### config.mk
export PLATFORM = sky130hd
export DESIGN_NAME = sync_slave_serial_sleep
export DESIGN_NICKNAME = d
export VERILOG_FILES = /design/src/sync_slave_pkg.sv /design/src/slave_shift_engine.sv /design/src/sync_slave_serial_sleep.sv
export SDC_FILE = /design/constraint.sdc
export NUM_CORES = 1
export LEC_CHECK = 0
export BUFFER_PORTS_ARGS = -buffer_cell sky130_fd_sc_hd__buf_2
export CAP_MARGIN = 20
export CORE_UTILIZATION = 29
export DETAILED_ROUTE_END_ITERATION = 8
export GPL_TIMING_DRIVEN = 0
export SLEW_MARGIN = 20
export SYNTH_ARGS = -nofsm -noshare
export SYNTH_HDL_FRONTEND = slang
export SYNTH_SLANG_ARGS = --single-unit
### constraint.sdc
create_clock -name clk_in -period 4 [get_ports clk_in]
set_input_delay 0.6 -clock clk_in [delete_from_list [all_inputs] [get_ports clk_in]]
set_output_delay 0.6 -clock clk_in [all_outputs]
set_load 0.01 [all_outputs]
### src/sync_slave_pkg.sv
// package: register map, field positions and reset values of the synchronous slave serial port
package sync_slave_pkg;
  // register byte offsets on the register bus
  localparam logic [7:0] OFF_TRANSMIT_STATUS_CONTROL = 8'h00;
  localparam logic [7:0] OFF_RECEIVE_STATUS_CONTROL  = 8'h04;
  localparam logic [7:0] OFF_BAUD_CONTROL            = 8'h08;
  localparam logic [7:0] OFF_RECEIVE_DATA            = 8'h0C;
  localparam logic [7:0] OFF_TRANSMIT_BUFFER         = 8'h10;
  localparam logic [7:0] OFF_PERIPHERAL_IRQ_FLAGS    = 8'h14;
  localparam logic [7:0] OFF_PERIPHERAL_IRQ_ENABLES  = 8'h18;
  localparam logic [7:0] OFF_INTERRUPT_CONTROL       = 8'h1C;
  localparam logic [7:0] OFF_PIN_RELOCATION          = 8'h20;
  localparam logic [7:0] OFF_SLEEP_CONTROL           = 8'h24;

  // transmit_status_control fields
  localparam int TXS_CLOCK_SOURCE_MASTER = 7;
  localparam int TXS_NINE_BIT            = 6;
  localparam int TXS_TRANSMIT_ENABLE     = 5;
  localparam int TXS_SYNC_SELECT         = 4;
  localparam int TXS_SHIFTER_EMPTY       = 1;
  localparam int TXS_TRANSMIT_NINTH_BIT  = 0;
  // receive_status_control fields
  localparam int RXS_PORT_ENABLE               = 7;
  localparam int RXS_NINE_BIT                  = 6;
  localparam int RXS_SINGLE_RECEIVE_ENABLE     = 5;
  localparam int RXS_CONTINUOUS_RECEIVE_ENABLE = 4;
  localparam int RXS_OVERRUN                   = 1;
  localparam int RXS_RECEIVE_NINTH_BIT         = 0;
  // baud_control fields
  localparam int BDC_RECEIVE_IDLE  = 6;
  localparam int BDC_CLOCK_INVERT  = 4;
  // peripheral flag and enable positions
  localparam int PIR_RECEIVE_READY = 5;
  localparam int PIR_TRANSMIT_SPACE = 4;
  // interrupt_control fields
  localparam int ICN_GLOBAL_IRQ_ENABLE     = 7;
  localparam int ICN_PERIPHERAL_IRQ_ENABLE = 6;

  // writable bit masks, unimplemented positions read zero
  localparam logic [7:0] TXS_WRITE_MASK = 8'hF1;
  localparam logic [7:0] RXS_WRITE_MASK = 8'hF0;
  localparam logic [7:0] BDC_WRITE_MASK = 8'h10;
  localparam logic [7:0] PIE_WRITE_MASK = 8'h30;
  localparam logic [7:0] ICN_WRITE_MASK = 8'hC0;
  localparam logic [7:0] REG_RESET      = 8'h00;
  localparam logic [7:0] PIN_RELOC_MASK = 8'h03;

  // interrupt vector taken when the global enable is set on wake
  localparam logic [11:0] IRQ_VECTOR = 12'h004;
  localparam int WORD_BITS = 8;

  typedef enum logic [1:0] {
    AXI_OKAY   = 2'b00,
    AXI_SLVERR = 2'b10
  } axi_resp_e;

  // pin relocation pair: clock and data use the alternate location when set
  typedef struct packed {
    logic data_alternate;
    logic clock_alternate;
  } pin_select_s;

  // word handed from the shift engine to the register side
  typedef struct packed {
    logic       ninth;
    logic [7:0] data;
  } serial_word_s;
endpackage

### src/slave_shift_engine.sv
// shift engine: samples the external serial clock and moves words through the shifters
`timescale 1ns/1ps
module slave_shift_engine
  import sync_slave_pkg::*;
#(
  parameter int BITS = WORD_BITS
) (
  input  wire logic         clk_in,
  input  wire logic         resetn_in,
  input  wire logic         run_in,
  input  wire logic         receive_mode_in,
  input  wire logic         nine_bit_in,
  input  wire logic         clock_invert_in,
  input  wire logic         sck_in,
  input  wire logic         sdi_in,
  input  wire logic         load_in,
  input  wire serial_word_s load_word_in,
  output logic              sdo_out,
  output logic              shifter_empty_out,
  output logic              word_pulse_out,
  output serial_word_s      word_out,
  output logic              tx_taken_pulse_out
);
  // two-stage synchronisers for link clock and data pins
  logic [1:0] sck_sync;
  logic [1:0] sdi_sync;
  logic       sck_last;
  always_ff @(posedge clk_in) begin
    sck_sync <= {sck_sync[0], sck_in};
    sdi_sync <= {sdi_sync[0], sdi_in};
    sck_last <= sck_sync[1];
  end

  // shifter moves only on edges of the master's clock, never on its own rate
  wire sck_level = sck_sync[1] ^ clock_invert_in;
  wire sck_prev  = sck_last ^ clock_invert_in;
  wire edge_rise = run_in & sck_level & ~sck_prev;
  wire edge_fall = run_in & ~sck_level & sck_prev;
  wire [3:0] word_len = nine_bit_in ? 4'(BITS + 1) : 4'(BITS);

  logic [8:0] shifter;
  logic [3:0] count;
  logic       loaded;
  wire last_bit = (count == word_len - 4'h1);

  always_ff @(posedge clk_in) begin
    if (!resetn_in || !run_in) begin
      shifter            <= 9'h000;
      count              <= 4'h0;
      loaded             <= 1'b0;
      sdo_out            <= 1'b0;
      word_pulse_out     <= 1'b0;
      word_out           <= '0;
      tx_taken_pulse_out <= 1'b0;
    end else begin
      word_pulse_out     <= 1'b0;
      tx_taken_pulse_out <= 1'b0;
      if (receive_mode_in) begin
        // receive: sample data on the rising edge
        if (edge_rise) begin
          shifter <= {sdi_sync[1], shifter[8:1]};
          count   <= last_bit ? 4'h0 : count + 4'h1;
          if (last_bit) begin
            word_pulse_out <= 1'b1;
            word_out <= nine_bit_in ? {sdi_sync[1], shifter[8:1]}
                                    : {1'b0, sdi_sync[1], shifter[8:2]};
          end
        end
      end else begin
        // transmit: buffer refills the empty shifter, bits change on falling edge
        if (!loaded && load_in) begin
          shifter            <= {load_word_in.ninth, load_word_in.data};
          loaded             <= 1'b1;
          count              <= 4'h0;
          sdo_out            <= load_word_in.data[0];
          tx_taken_pulse_out <= 1'b1;
        end else if (loaded && edge_fall) begin
          if (last_bit) begin
            loaded <= 1'b0;
          end else begin
            shifter <= {1'b0, shifter[8:1]};
            sdo_out <= shifter[1];
            count   <= count + 4'h1;
          end
        end
      end
    end
  end

  assign shifter_empty_out = ~loaded;
endmodule

### src/sync_slave_serial_sleep.sv
// top: synchronous slave serial port with register file, sleep wake and pin relocation
// Summary of operation
// in sleep, only synchronous slave mode shifts
// slave shifters clocked only by external clock
// software empties receive data before sleeping
// received full word sets receive-ready, wakes core
// wake resumes next instruction; vector 004h if enabled
// software fills transmit path before sleeping
// slave transmit drives data from pin clock
// shifter empties: buffer loads, transmit-space set
// writing transmit buffer clears transmit-space
// clock and data pins relocatable by register
// unimplemented register bits read zero
// sync, slave clock, port enable select slave
// overrun cleared by clearing receive or port enable
// ninth received bit shown in status field
// flags cross safely into the system domain
//
// The placing of the registers and the AXI4-Lite register port were chosen for this implementation.
`timescale 1ns/1ps
module sync_slave_serial_sleep
  import sync_slave_pkg::*;
(
  input  wire logic        clk_in,
  input  wire logic        resetn_in,
  input  wire logic [31:0] s_axi_awaddr,
  input  wire logic        s_axi_awvalid,
  output logic             s_axi_awready,
  input  wire logic [31:0] s_axi_wdata,
  input  wire logic [3:0]  s_axi_wstrb,
  input  wire logic        s_axi_wvalid,
  output logic             s_axi_wready,
  output logic [1:0]       s_axi_bresp,
  output logic             s_axi_bvalid,
  input  wire logic        s_axi_bready,
  input  wire logic [31:0] s_axi_araddr,
  input  wire logic        s_axi_arvalid,
  output logic             s_axi_arready,
  output logic [31:0]      s_axi_rdata,
  output logic [1:0]       s_axi_rresp,
  output logic             s_axi_rvalid,
  input  wire logic        s_axi_rready,
  input  wire logic        sleeping_in,
  input  wire logic        clock_pin_a_in,
  input  wire logic        clock_pin_b_in,
  input  wire logic        data_pin_a_in,
  input  wire logic        data_pin_b_in,
  output logic             data_pin_a_out,
  output logic             data_pin_a_oe_out,
  output logic             data_pin_b_out,
  output logic             data_pin_b_oe_out,
  output logic             wake_out,
  output logic             vector_call_out,
  output logic [11:0]      vector_addr_out,
  output logic             irq_out
);
  // control registers
  logic [7:0]   transmit_status_control;
  logic [7:0]   receive_status_control;
  logic [7:0]   baud_control;
  logic [7:0]   peripheral_irq_enables;
  logic [7:0]   interrupt_control;
  pin_select_s  pin_relocation_reg;
  serial_word_s receive_data_reg;
  serial_word_s transmit_buffer_reg;
  logic         transmit_buffer_full;
  logic         receive_ready_flag;
  logic         transmit_space_flag;
  logic         overrun;
  logic         sleep_seen;

  // mode decode from the configuration bits
  wire port_enable  = receive_status_control[RXS_PORT_ENABLE];
  wire sync_select  = transmit_status_control[TXS_SYNC_SELECT];
  wire clock_master = transmit_status_control[TXS_CLOCK_SOURCE_MASTER];
  wire cont_rx      = receive_status_control[RXS_CONTINUOUS_RECEIVE_ENABLE];
  wire single_rx    = receive_status_control[RXS_SINGLE_RECEIVE_ENABLE];
  wire slave_mode   = port_enable & sync_select & ~clock_master;
  // only slave mode runs; other modes need the stopped system clock
  wire engine_run   = slave_mode;
  wire receive_mode = cont_rx | single_rx;
  wire tx_enable    = transmit_status_control[TXS_TRANSMIT_ENABLE];

  // pin relocation selects which package pin carries clock and data
  wire sck_pin = pin_relocation_reg.clock_alternate ? clock_pin_b_in : clock_pin_a_in;
  wire sdi_pin = pin_relocation_reg.data_alternate ? data_pin_b_in : data_pin_a_in;

  logic         sdo;
  logic         shifter_empty;
  logic         word_pulse;
  serial_word_s word_in;
  logic         tx_taken;

  slave_shift_engine #(
    .BITS (WORD_BITS)
  ) u_engine (
    .clk_in             (clk_in),
    .resetn_in          (resetn_in),
    .run_in             (engine_run),
    .receive_mode_in    (receive_mode),
    .nine_bit_in        (receive_mode ? receive_status_control[RXS_NINE_BIT]
                                      : transmit_status_control[TXS_NINE_BIT]),
    .clock_invert_in    (baud_control[BDC_CLOCK_INVERT]),
    .sck_in             (sck_pin),
    .sdi_in             (sdi_pin),
    .load_in            (transmit_buffer_full & tx_enable),
    .load_word_in       (transmit_buffer_reg),
    .sdo_out            (sdo),
    .shifter_empty_out  (shifter_empty),
    .word_pulse_out     (word_pulse),
    .word_out           (word_in),
    .tx_taken_pulse_out (tx_taken)
  );

  // AXI4-Lite write path: address and data accepted in either order
  logic        aw_held;
  logic        w_held;
  logic [7:0]  aw_addr;
  logic [7:0]  w_data;
  wire         aw_take  = s_axi_awvalid & s_axi_awready;
  wire         w_take   = s_axi_wvalid & s_axi_wready;
  wire         wr_fire  = aw_held & w_held & ~s_axi_bvalid;
  wire [7:0]   wr_byte  = w_data;
  wire         wr_hit_txs  = wr_fire & (aw_addr == OFF_TRANSMIT_STATUS_CONTROL);
  wire         wr_hit_rxs  = wr_fire & (aw_addr == OFF_RECEIVE_STATUS_CONTROL);
  wire         wr_hit_bdc  = wr_fire & (aw_addr == OFF_BAUD_CONTROL);
  wire         wr_hit_txb  = wr_fire & (aw_addr == OFF_TRANSMIT_BUFFER);
  wire         wr_hit_pir  = wr_fire & (aw_addr == OFF_PERIPHERAL_IRQ_FLAGS);
  wire         wr_hit_pie  = wr_fire & (aw_addr == OFF_PERIPHERAL_IRQ_ENABLES);
  wire         wr_hit_icn  = wr_fire & (aw_addr == OFF_INTERRUPT_CONTROL);
  wire         wr_hit_pin  = wr_fire & (aw_addr == OFF_PIN_RELOCATION);
  wire         wr_hit_rxd  = wr_fire & (aw_addr == OFF_RECEIVE_DATA);
  wire         wr_hit_slp  = wr_fire & (aw_addr == OFF_SLEEP_CONTROL);
  wire         wr_known    = wr_hit_txs | wr_hit_rxs | wr_hit_bdc | wr_hit_txb | wr_hit_pir |
                             wr_hit_pie | wr_hit_icn | wr_hit_pin | wr_hit_rxd | wr_hit_slp;
  logic        w_strobe0;

  // write handshake registers
  always_ff @(posedge clk_in) begin
    if (!resetn_in) begin
      aw_held       <= 1'b0;
      w_held        <= 1'b0;
      aw_addr       <= 8'h00;
      w_data        <= 8'h00;
      w_strobe0     <= 1'b0;
      s_axi_awready <= 1'b1;
      s_axi_wready  <= 1'b1;
      s_axi_bvalid  <= 1'b0;
      s_axi_bresp   <= AXI_OKAY;
    end else begin
      if (aw_take) begin
        aw_held       <= 1'b1;
        aw_addr       <= s_axi_awaddr[7:0];
        s_axi_awready <= 1'b0;
      end
      if (w_take) begin
        w_held       <= 1'b1;
        w_data       <= s_axi_wdata[7:0];
        w_strobe0    <= s_axi_wstrb[0];
        s_axi_wready <= 1'b0;
      end
      if (wr_fire) begin
        s_axi_bvalid <= 1'b1;
        s_axi_bresp  <= (wr_known && !wr_hit_rxd) ? AXI_OKAY : AXI_SLVERR;
        aw_held      <= 1'b0;
        w_held       <= 1'b0;
      end
      if (s_axi_bvalid && s_axi_bready) begin
        s_axi_bvalid  <= 1'b0;
        s_axi_awready <= 1'b1;
        s_axi_wready  <= 1'b1;
      end
    end
  end

  // a write lands only when byte lane zero is enabled
  wire wr_en = w_strobe0;

  // control register writes; unimplemented bits are masked away
  always_ff @(posedge clk_in) begin
    if (!resetn_in) begin
      transmit_status_control <= REG_RESET;
      receive_status_control  <= REG_RESET;
      baud_control            <= REG_RESET;
      peripheral_irq_enables  <= REG_RESET;
      interrupt_control       <= REG_RESET;
      pin_relocation_reg      <= '0;
    end else if (wr_en) begin
      if (wr_hit_txs) transmit_status_control <= wr_byte & TXS_WRITE_MASK;
      if (wr_hit_rxs) receive_status_control  <= wr_byte & RXS_WRITE_MASK;
      if (wr_hit_bdc) baud_control            <= wr_byte & BDC_WRITE_MASK;
      if (wr_hit_pie) peripheral_irq_enables  <= wr_byte & PIE_WRITE_MASK;
      if (wr_hit_icn) interrupt_control       <= wr_byte & ICN_WRITE_MASK;
      if (wr_hit_pin) pin_relocation_reg      <= pin_select_s'(wr_byte[1:0]);
    end
  end

  // AXI4-Lite read path and read decode
  wire        rd_take = s_axi_arvalid & s_axi_arready;
  wire [7:0]  ar_off  = s_axi_araddr[7:0];
  wire        rd_rxd  = rd_take & (ar_off == OFF_RECEIVE_DATA);
  wire [7:0]  txs_view = transmit_status_control | (8'(shifter_empty) << TXS_SHIFTER_EMPTY);
  wire [7:0]  rxs_view = receive_status_control | (8'(overrun) << RXS_OVERRUN)
                         | 8'(receive_data_reg.ninth);
  wire [7:0]  bdc_view = baud_control | (8'(~engine_run | shifter_empty) << BDC_RECEIVE_IDLE);
  wire [7:0]  pir_view = (8'(receive_ready_flag) << PIR_RECEIVE_READY)
                         | (8'(transmit_space_flag) << PIR_TRANSMIT_SPACE);
  logic [7:0] rd_mux;
  logic       rd_known;
  always_comb begin
    rd_known = 1'b1;
    case (ar_off)
      OFF_TRANSMIT_STATUS_CONTROL: rd_mux = txs_view;
      OFF_RECEIVE_STATUS_CONTROL:  rd_mux = rxs_view;
      OFF_BAUD_CONTROL:            rd_mux = bdc_view;
      OFF_RECEIVE_DATA:            rd_mux = receive_data_reg.data;
      OFF_TRANSMIT_BUFFER:         rd_mux = 8'h00;
      OFF_PERIPHERAL_IRQ_FLAGS:    rd_mux = pir_view;
      OFF_PERIPHERAL_IRQ_ENABLES:  rd_mux = peripheral_irq_enables;
      OFF_INTERRUPT_CONTROL:       rd_mux = interrupt_control;
      OFF_PIN_RELOCATION:          rd_mux = {6'h00, pin_relocation_reg};
      OFF_SLEEP_CONTROL:           rd_mux = {7'h00, sleep_seen};
      default: begin
        rd_mux   = 8'h00;
        rd_known = 1'b0;
      end
    endcase
  end

  // read answer one cycle after the address is taken
  always_ff @(posedge clk_in) begin
    if (!resetn_in) begin
      s_axi_arready <= 1'b1;
      s_axi_rvalid  <= 1'b0;
      s_axi_rdata   <= 32'h0000_0000;
      s_axi_rresp   <= AXI_OKAY;
    end else if (rd_take) begin
      s_axi_arready <= 1'b0;
      s_axi_rvalid  <= 1'b1;
      s_axi_rdata   <= {24'h00_0000, rd_mux};
      s_axi_rresp   <= rd_known ? AXI_OKAY : AXI_SLVERR;
    end else if (s_axi_rvalid && s_axi_rready) begin
      s_axi_rvalid  <= 1'b0;
      s_axi_arready <= 1'b1;
    end
  end

  // receive side: word capture, overrun, receive-ready; set wins over read clear
  wire rx_clear_overrun = ~cont_rx | ~port_enable;
  always_ff @(posedge clk_in) begin
    if (!resetn_in) begin
      receive_data_reg   <= '0;
      receive_ready_flag <= 1'b0;
      overrun            <= 1'b0;
    end else begin
      if (word_pulse) begin
        if (receive_ready_flag && !rd_rxd) begin
          overrun <= 1'b1;
        end else begin
          receive_data_reg   <= word_in;
          receive_ready_flag <= 1'b1;
        end
      end else if (rd_rxd) begin
        receive_ready_flag <= 1'b0;
      end
      if (rx_clear_overrun) overrun <= 1'b0;
    end
  end

  // transmit side: buffer empties into the shifter, transmit-space follows
  always_ff @(posedge clk_in) begin
    if (!resetn_in || !port_enable) begin
      transmit_buffer_reg  <= '0;
      transmit_buffer_full <= 1'b0;
      transmit_space_flag  <= 1'b1;
    end else if (wr_en && wr_hit_txb) begin
      transmit_buffer_reg  <= {transmit_status_control[TXS_TRANSMIT_NINTH_BIT], wr_byte};
      transmit_buffer_full <= 1'b1;
      transmit_space_flag  <= 1'b0;
    end else if (tx_taken) begin
      transmit_buffer_full <= 1'b0;
      transmit_space_flag  <= 1'b1;
    end
  end

  // interrupt, wake and vector; flags are already in the system domain
  wire rx_req   = receive_ready_flag & peripheral_irq_enables[PIR_RECEIVE_READY];
  wire tx_req   = transmit_space_flag & peripheral_irq_enables[PIR_TRANSMIT_SPACE];
  wire periph   = (rx_req | tx_req) & interrupt_control[ICN_PERIPHERAL_IRQ_ENABLE];
  wire glob     = interrupt_control[ICN_GLOBAL_IRQ_ENABLE];
  always_ff @(posedge clk_in) begin
    if (!resetn_in) begin
      wake_out        <= 1'b0;
      vector_call_out <= 1'b0;
      vector_addr_out <= 12'h000;
      irq_out         <= 1'b0;
      sleep_seen      <= 1'b0;
    end else begin
      wake_out        <= sleeping_in & periph;
      vector_call_out <= sleeping_in & periph & glob;
      vector_addr_out <= (periph & glob) ? IRQ_VECTOR : 12'h000;
      irq_out         <= periph & glob;
      sleep_seen      <= sleeping_in;
    end
  end

  // data pin drive in slave transmit, at the selected location
  wire drive = slave_mode & ~receive_mode & tx_enable;
  always_ff @(posedge clk_in) begin
    if (!resetn_in) begin
      data_pin_a_out    <= 1'b0;
      data_pin_a_oe_out <= 1'b0;
      data_pin_b_out    <= 1'b0;
      data_pin_b_oe_out <= 1'b0;
    end else begin
      data_pin_a_out    <= sdo;
      data_pin_b_out    <= sdo;
      data_pin_a_oe_out <= drive & ~pin_relocation_reg.data_alternate;
      data_pin_b_oe_out <= drive & pin_relocation_reg.data_alternate;
    end
  end
endmodule

Yosys cells after proc, flatten, opt, wreduce, memory -nomap -nowiden:

Cells that the tools add are included.

* bits in registers: 124
* bits of input ports: 112
* output and inout port bits: 60
* logic and storage cells: 220

* add/sub/neg operators: 2
* equal/unequal tests: 23
* multiplexer cells: 40
* bitwise logic cells: 66
* reductions and logical operators: 42

Operators with widths (count)
* $pmux 8 s9: 1
* $eq 8x5->1 const B: 8
* $mux 9: 6
* $and 1x1->1: 33
* $eq 8x4->1 const B: 4
* $eq 8x6->1 const B: 4
* $mux 1: 24
* $mux 4: 6
* $reduce_and 2->1: 9
* $eq 8x3->1 const B: 2
* $logic_not 8->1: 2
* $or 8x2->8: 2
* $not 1->1: 12
* $or 1x1->1: 12
* $reduce_and 3->1: 4
* $reduce_bool 2->1: 5
* $reduce_or 10->1: 1
* $or 5x8->8: 1
* $or 8x1->8: 1
* $reduce_or 2->1: 4
* $logic_and 1x1->1: 7
* $logic_not 1->1: 6
* $or 6x5->6: 1
* $add 4x1->4 const B: 1
* 13 further kinds: 17

Logic depth before layout (Yosys ltp):

* depth after elaboration: 14
* depth in mapped cells: 7
* gate-level depth less buffers: 5

Cells and area by module:

From an unflattened synthesis, not the netlist that was laid out.

* cell total of the unflattened synthesis: 568
* area total of the unflattened synthesis: 5172.5 um^2

By module, submodules not included
* sync_slave_serial_sleep: times used 1, cells each 420, area an instance 3692.3 um^2, sequential area each 1581.5 um^2
* slave_shift_engine: times used 1, cells each 148, area an instance 1480.2 um^2, sequential area each 600.6 um^2

Least setup slack after synthesis:

OpenSTA, ideal clock, no wires.

* path type: in2reg
* start: in s_axi_araddr[7]
* end: reg receive_data_reg[7] in the netlist's numbering
* setup time: 0.128 ns
* data arrival time: 1.877 ns
* required time: 3.872 ns
* setup slack: 1.996 ns
* stages on the path: 6
* buffers on the path: 1
* cells stage by stage: or4_4 -> nor4_4 -> o21ai_1 -> buf_2 -> mux2i_1 -> nor2_1

* cells in the longest elaborated chain, start to end: 6

Ends and longest elaborated chain
* start: declaration: RTL line sync_slave_serial_sleep.sv:36 `input wire logic [31:0] s_axi_araddr,`
* $eq 8x4->1: RTL line sync_slave_serial_sleep.sv:201 `wire rd_rxd = rd_take & (ar_off == OFF_RECEIVE_DATA);`
* $and 1x1->1: RTL line sync_slave_serial_sleep.sv:201
* $logic_not 1->1: RTL line sync_slave_serial_sleep.sv:257 `if (receive_ready_flag && !rd_rxd) begin`
* $logic_and 1x1->1: RTL line sync_slave_serial_sleep.sv:257
* $not 1->1 (no source line)
* $reduce_and 2->1 (no source line)
* end signal: assignment: RTL line sync_slave_serial_sleep.sv:260 `receive_data_reg <= word_in;`
* end: declaration: RTL line sync_slave_serial_sleep.sv:64 `serial_word_s receive_data_reg;`

No other way between the ends.
A chain may end at the register's enable or synchronous reset.

Final worst setup path:

* start: reg u_engine.sck_sync[1]
* end: reg u_engine.shifter[1]

* cells in the longest elaborated chain, start to end: 7
* elaborated cells between the ends (all ways): 10
* those cells by class: eq/ne: 1; bitwise: 6; reduce/logical: 3

Ends and longest elaborated chain
* start: declaration: RTL line slave_shift_engine.sv:25 `logic [1:0] sck_sync;`
* start signal: assignment: RTL line slave_shift_engine.sv:29 `sck_sync <= {sck_sync[0], sck_in};`
* $xor 1x1->1 *: RTL line slave_shift_engine.sv:35 `wire sck_level = sck_sync[1] ^ clock_invert_in;`
* $not 1->1: RTL line slave_shift_engine.sv:38 `wire edge_fall = run_in & ~sck_level & sck_prev;`
* $and 1x1->1 (2 in series): RTL line slave_shift_engine.sv:38
* $logic_and 1x1->1: RTL line slave_shift_engine.sv:77 `end else if (loaded && edge_fall) begin`
* $reduce_bool 3->1 (no source line)
* $reduce_and 3->1 (no source line) *
* end signal: assignment: RTL line slave_shift_engine.sv:61 `shifter <= {sdi_sync[1], shifter[8:1]};`
* end signal: assignment: RTL line slave_shift_engine.sv:72 `shifter <= {load_word_in.ninth, load_word_in.data};`
* end signal: assignment: RTL line slave_shift_engine.sv:81 `shifter <= {1'b0, shifter[8:1]};`
* end: declaration: RTL line slave_shift_engine.sv:41 `logic [8:0] shifter;`

Mark *: on every way between the ends. The rest lies on a longest branch, timed or not.

==> results.sh <==
export IMPL_powerDensity_nw_per_um2=355
export IMPL_crit_required_ns=4.22
export IMPL_drc_errors=0
export IMPL_drtAntennaViolNets=0
export IMPL_num_vias=4011
export IMPL_layout_setup_ws_ns=1.99
export IMPL_initial_utilization_pct=29.8
export IMPL_drt_iter0_drc=245
export IMPL_clockBufferDepth=2
export IMPL_cts_tree="built"
export IMPL_critPathArrivalTime_ns=2.22
export IMPL_multi_input_area_um2=2420
export IMPL_rsz0062_at_grt="false"
export IMPL_post_cts_setup_buffers=0
export IMPL_place_gp_congestion=0.786
export IMPL_postPlaceCellArea_um2=5650
export IMPL_cpMaxStageDelayCell="a211oi_1"
export IMPL_layout_nets=770
export IMPL_synth_common_cells="dfxtp_1 (109), nand2_1 (55), a21oi_1 (52), nor2_1 (52), buf_4 (40)"
export IMPL_grt_first_pass_wirelength_mm=18.5
export IMPL_grt_max_degree=17
export IMPL_synth_top_area_share_pct=44.0
export IMPL_dp_hpwl_mm=8.83
export IMPL_die_x_um=133
export IMPL_postLayoutCellArea_um2=5920
export IMPL_clockRootBuffer="clkbuf_16"
export IMPL_worstSetupEndpointType="flop"
export IMPL_busiest_layer="met1"
export IMPL_use_met3_pct=3.30
export IMPL_yosys_warnings=0
export IMPL_place_ws_ns=1.68
export IMPL_core_region_area_um2=16600
export IMPL_synth_area_leaders="dfxtp_1 (44%), mux2i_1 (6.5%), buf_4 (6.1%)"
export IMPL_path_cells="or3b_1 -> a211oi_1 -> nor2_1 -> clkbuf_1 -> a21oi_1 -> nor3_1"
export IMPL_cap_violations=0
export IMPL_met1_usage_pct=19.5
export IMPL_ys_seq_area_share_pct=44.0
export IMPL_period_minus_slack_ns=2.01
export IMPL_max_slew_margin_pct=42.4
export IMPL_antennaDiodeCount=0
export IMPL_hold_buffers=0
export IMPL_worstMarginPinSlew_ns=0.862
export IMPL_fin_crit_sh_pct=50.1
export IMPL_startpoint="u_engine.sck_sync[1]"
export IMPL_critPathLaunchType="flop"
export IMPL_synth_edf_count=0
export IMPL_fmax_mhz=499
export IMPL_setup_viol=0
export IMPL_hp_class="reg2reg"
export IMPL_clkSinkCount=109
export IMPL_skew_ns=0.00761
export IMPL_drive_gt1_share_pct=22.4
export IMPL_register_area_um2=2180
export IMPL_io_pins=172
export IMPL_vias_per_cell=4.55
export IMPL_power_leakage_nw=2.49
export IMPL_status="finished clean"
export IMPL_grt_usage_pct=13.6
export IMPL_cts_buffers=9
export IMPL_wl_mm=11.7
export IMPL_syn_area_per_cell_um2=8.95
export IMPL_ir_worst_vdd_v=0.000216
export IMPL_first_pass_iters=5
export IMPL_antenna_found_initial=0
export IMPL_path_max_fanout=10
export IMPL_setup_tns_ns=0
export IMPL_netlist_area_um2=4960
export IMPL_cp_slowest_stage_delay_ns=0.41
export IMPL_htree_levels=3
export IMPL_min_from="u_engine.sck_sync[0]"
export IMPL_grt_use_met2_pct=19.5
export IMPL_clkTransAtPathRegs_ns=0.07
export IMPL_reg2reg_from="u_engine.sck_sync[1]"
export IMPL_synth_most_common_cell="dfxtp_1"
export IMPL_ys_seq_elements=109
export IMPL_synth_top_cell_by_area="dfxtp_1"
export IMPL_dieHeight_um=133
export IMPL_rows=47
export IMPL_grt_overflow=0
export IMPL_insertion_delay_ns=0.35
export IMPL_synth_flop_cell="dfxtp_1"
export IMPL_drt_wirelength_per_cell_um=13.2
export IMPL_synth_distinct_cells=59
export IMPL_synth_cells=554
export IMPL_port_buffers=56
export IMPL_die_area_um2=17600
export IMPL_maxSlewViolCount=0
export IMPL_synthArstFlopShare_pct=0
export IMPL_fill_cells=1747
export IMPL_cts_resized=0
export IMPL_grt_pass1_vias=3455
export IMPL_hold_viol_final=0
export IMPL_worstSetupPathType="reg2reg"
export IMPL_synthToLayoutAreaGrowth_pct=19.3
## worst paths after layout
kind / slack [ns] / end / depth (start not counted)
worst max register to register: 1.99 / u_engine.shifter[1] / 6
worst max-delay path: 1.99 / u_engine.shifter[1] / 6
worst min register to register: 0.33 / u_engine.sck_sync[1] / 0
worst min-delay path: 0.33 / u_engine.sck_sync[1] / 0
## through the flow
stage | hold slack (ns) | instances | utilization [%] | total power, mW
floorplan | 0.310 | 590 | - | 1.25
global placement | 0.313 | 866 | 34.0 | 1.30
detailed placement | 0.314 | 866 | 34.0 | 1.30
CTS | 0.329 | 881 | 35.6 | 2.13
global route | 0.333 | 881 | 35.6 | 2.18
finish | 0.329 | 881 | 35.6 | 2.10
## layer usage
metal	up-vias	routed length [um]
met1	1820	6010
li1	2067	-
met2	108	4900
met3	16	558
met4	0	191
met5	-	0
## power breakdown
part,internal [mW],leakage (nW),switching [mW],total [mW]
clock network,0.438,0.129,0.389,0.827
registers,1.10,0.885,0.0186,1.12
logic,0.0648,1.48,0.0848,0.150
## worst max-delay path: cells and delay by family (launching register included)
kind            cells  cell delay [ns]
simple gates        3             0.57
flops               1             0.40
buf+inv             1             0.28
compound gates      2             0.63
## placed cells by master, fill, tap and decap left out, types with 3 or more instances in the layout
master / count
o21ai_0: 27
nor3_1: 16
clkbuf_1: 25
inv_1: 11
a21oi_1: 52
a211oi_1: 10
or2_2: 4
nand4b_1: 4
buf_4: 40
a21oi_2: 3
dfxtp_1: 109
nand3_1: 14
o21a_1: 3
clkbuf_16: 9
mux2_2: 10
buf_6: 3
a22oi_1: 6
nand3b_1: 9
o211ai_1: 4
nor2_1: 52
buf_2: 59
a32o_1: 3
and2_1: 6
mux2i_1: 32
mux4_2: 3
nand2b_1: 7
nor3b_1: 4
conb_1: 37
nand2_1: 55
## final cells by class
class,count,area share (%)
multi-input combinational,399,40.8
sequential,109,36.9
buffer,70,7.61
timing repair buffer,56,4.74
tap,220,4.65
clock buffer,12,4.16
inverter,12,0.761
clock inverter,3,0.359
## logic make-up (layout without fill, tap and decap cells)
family,Yosys count,in the layout,synth area share [%]
AND/OR/NAND/NOR,196,196,20.9
AO/OA/AOI/OAI,120,120,14.7
flip-flops,109,109,44.0
buffers and inverters,82,153,9.99
multiplexers,45,45,10.1
adder cells (fa/ha/maj),1,1,0.252
other,1,37,0.0756
No activity file was read; power rests on OpenSTA's default activity.
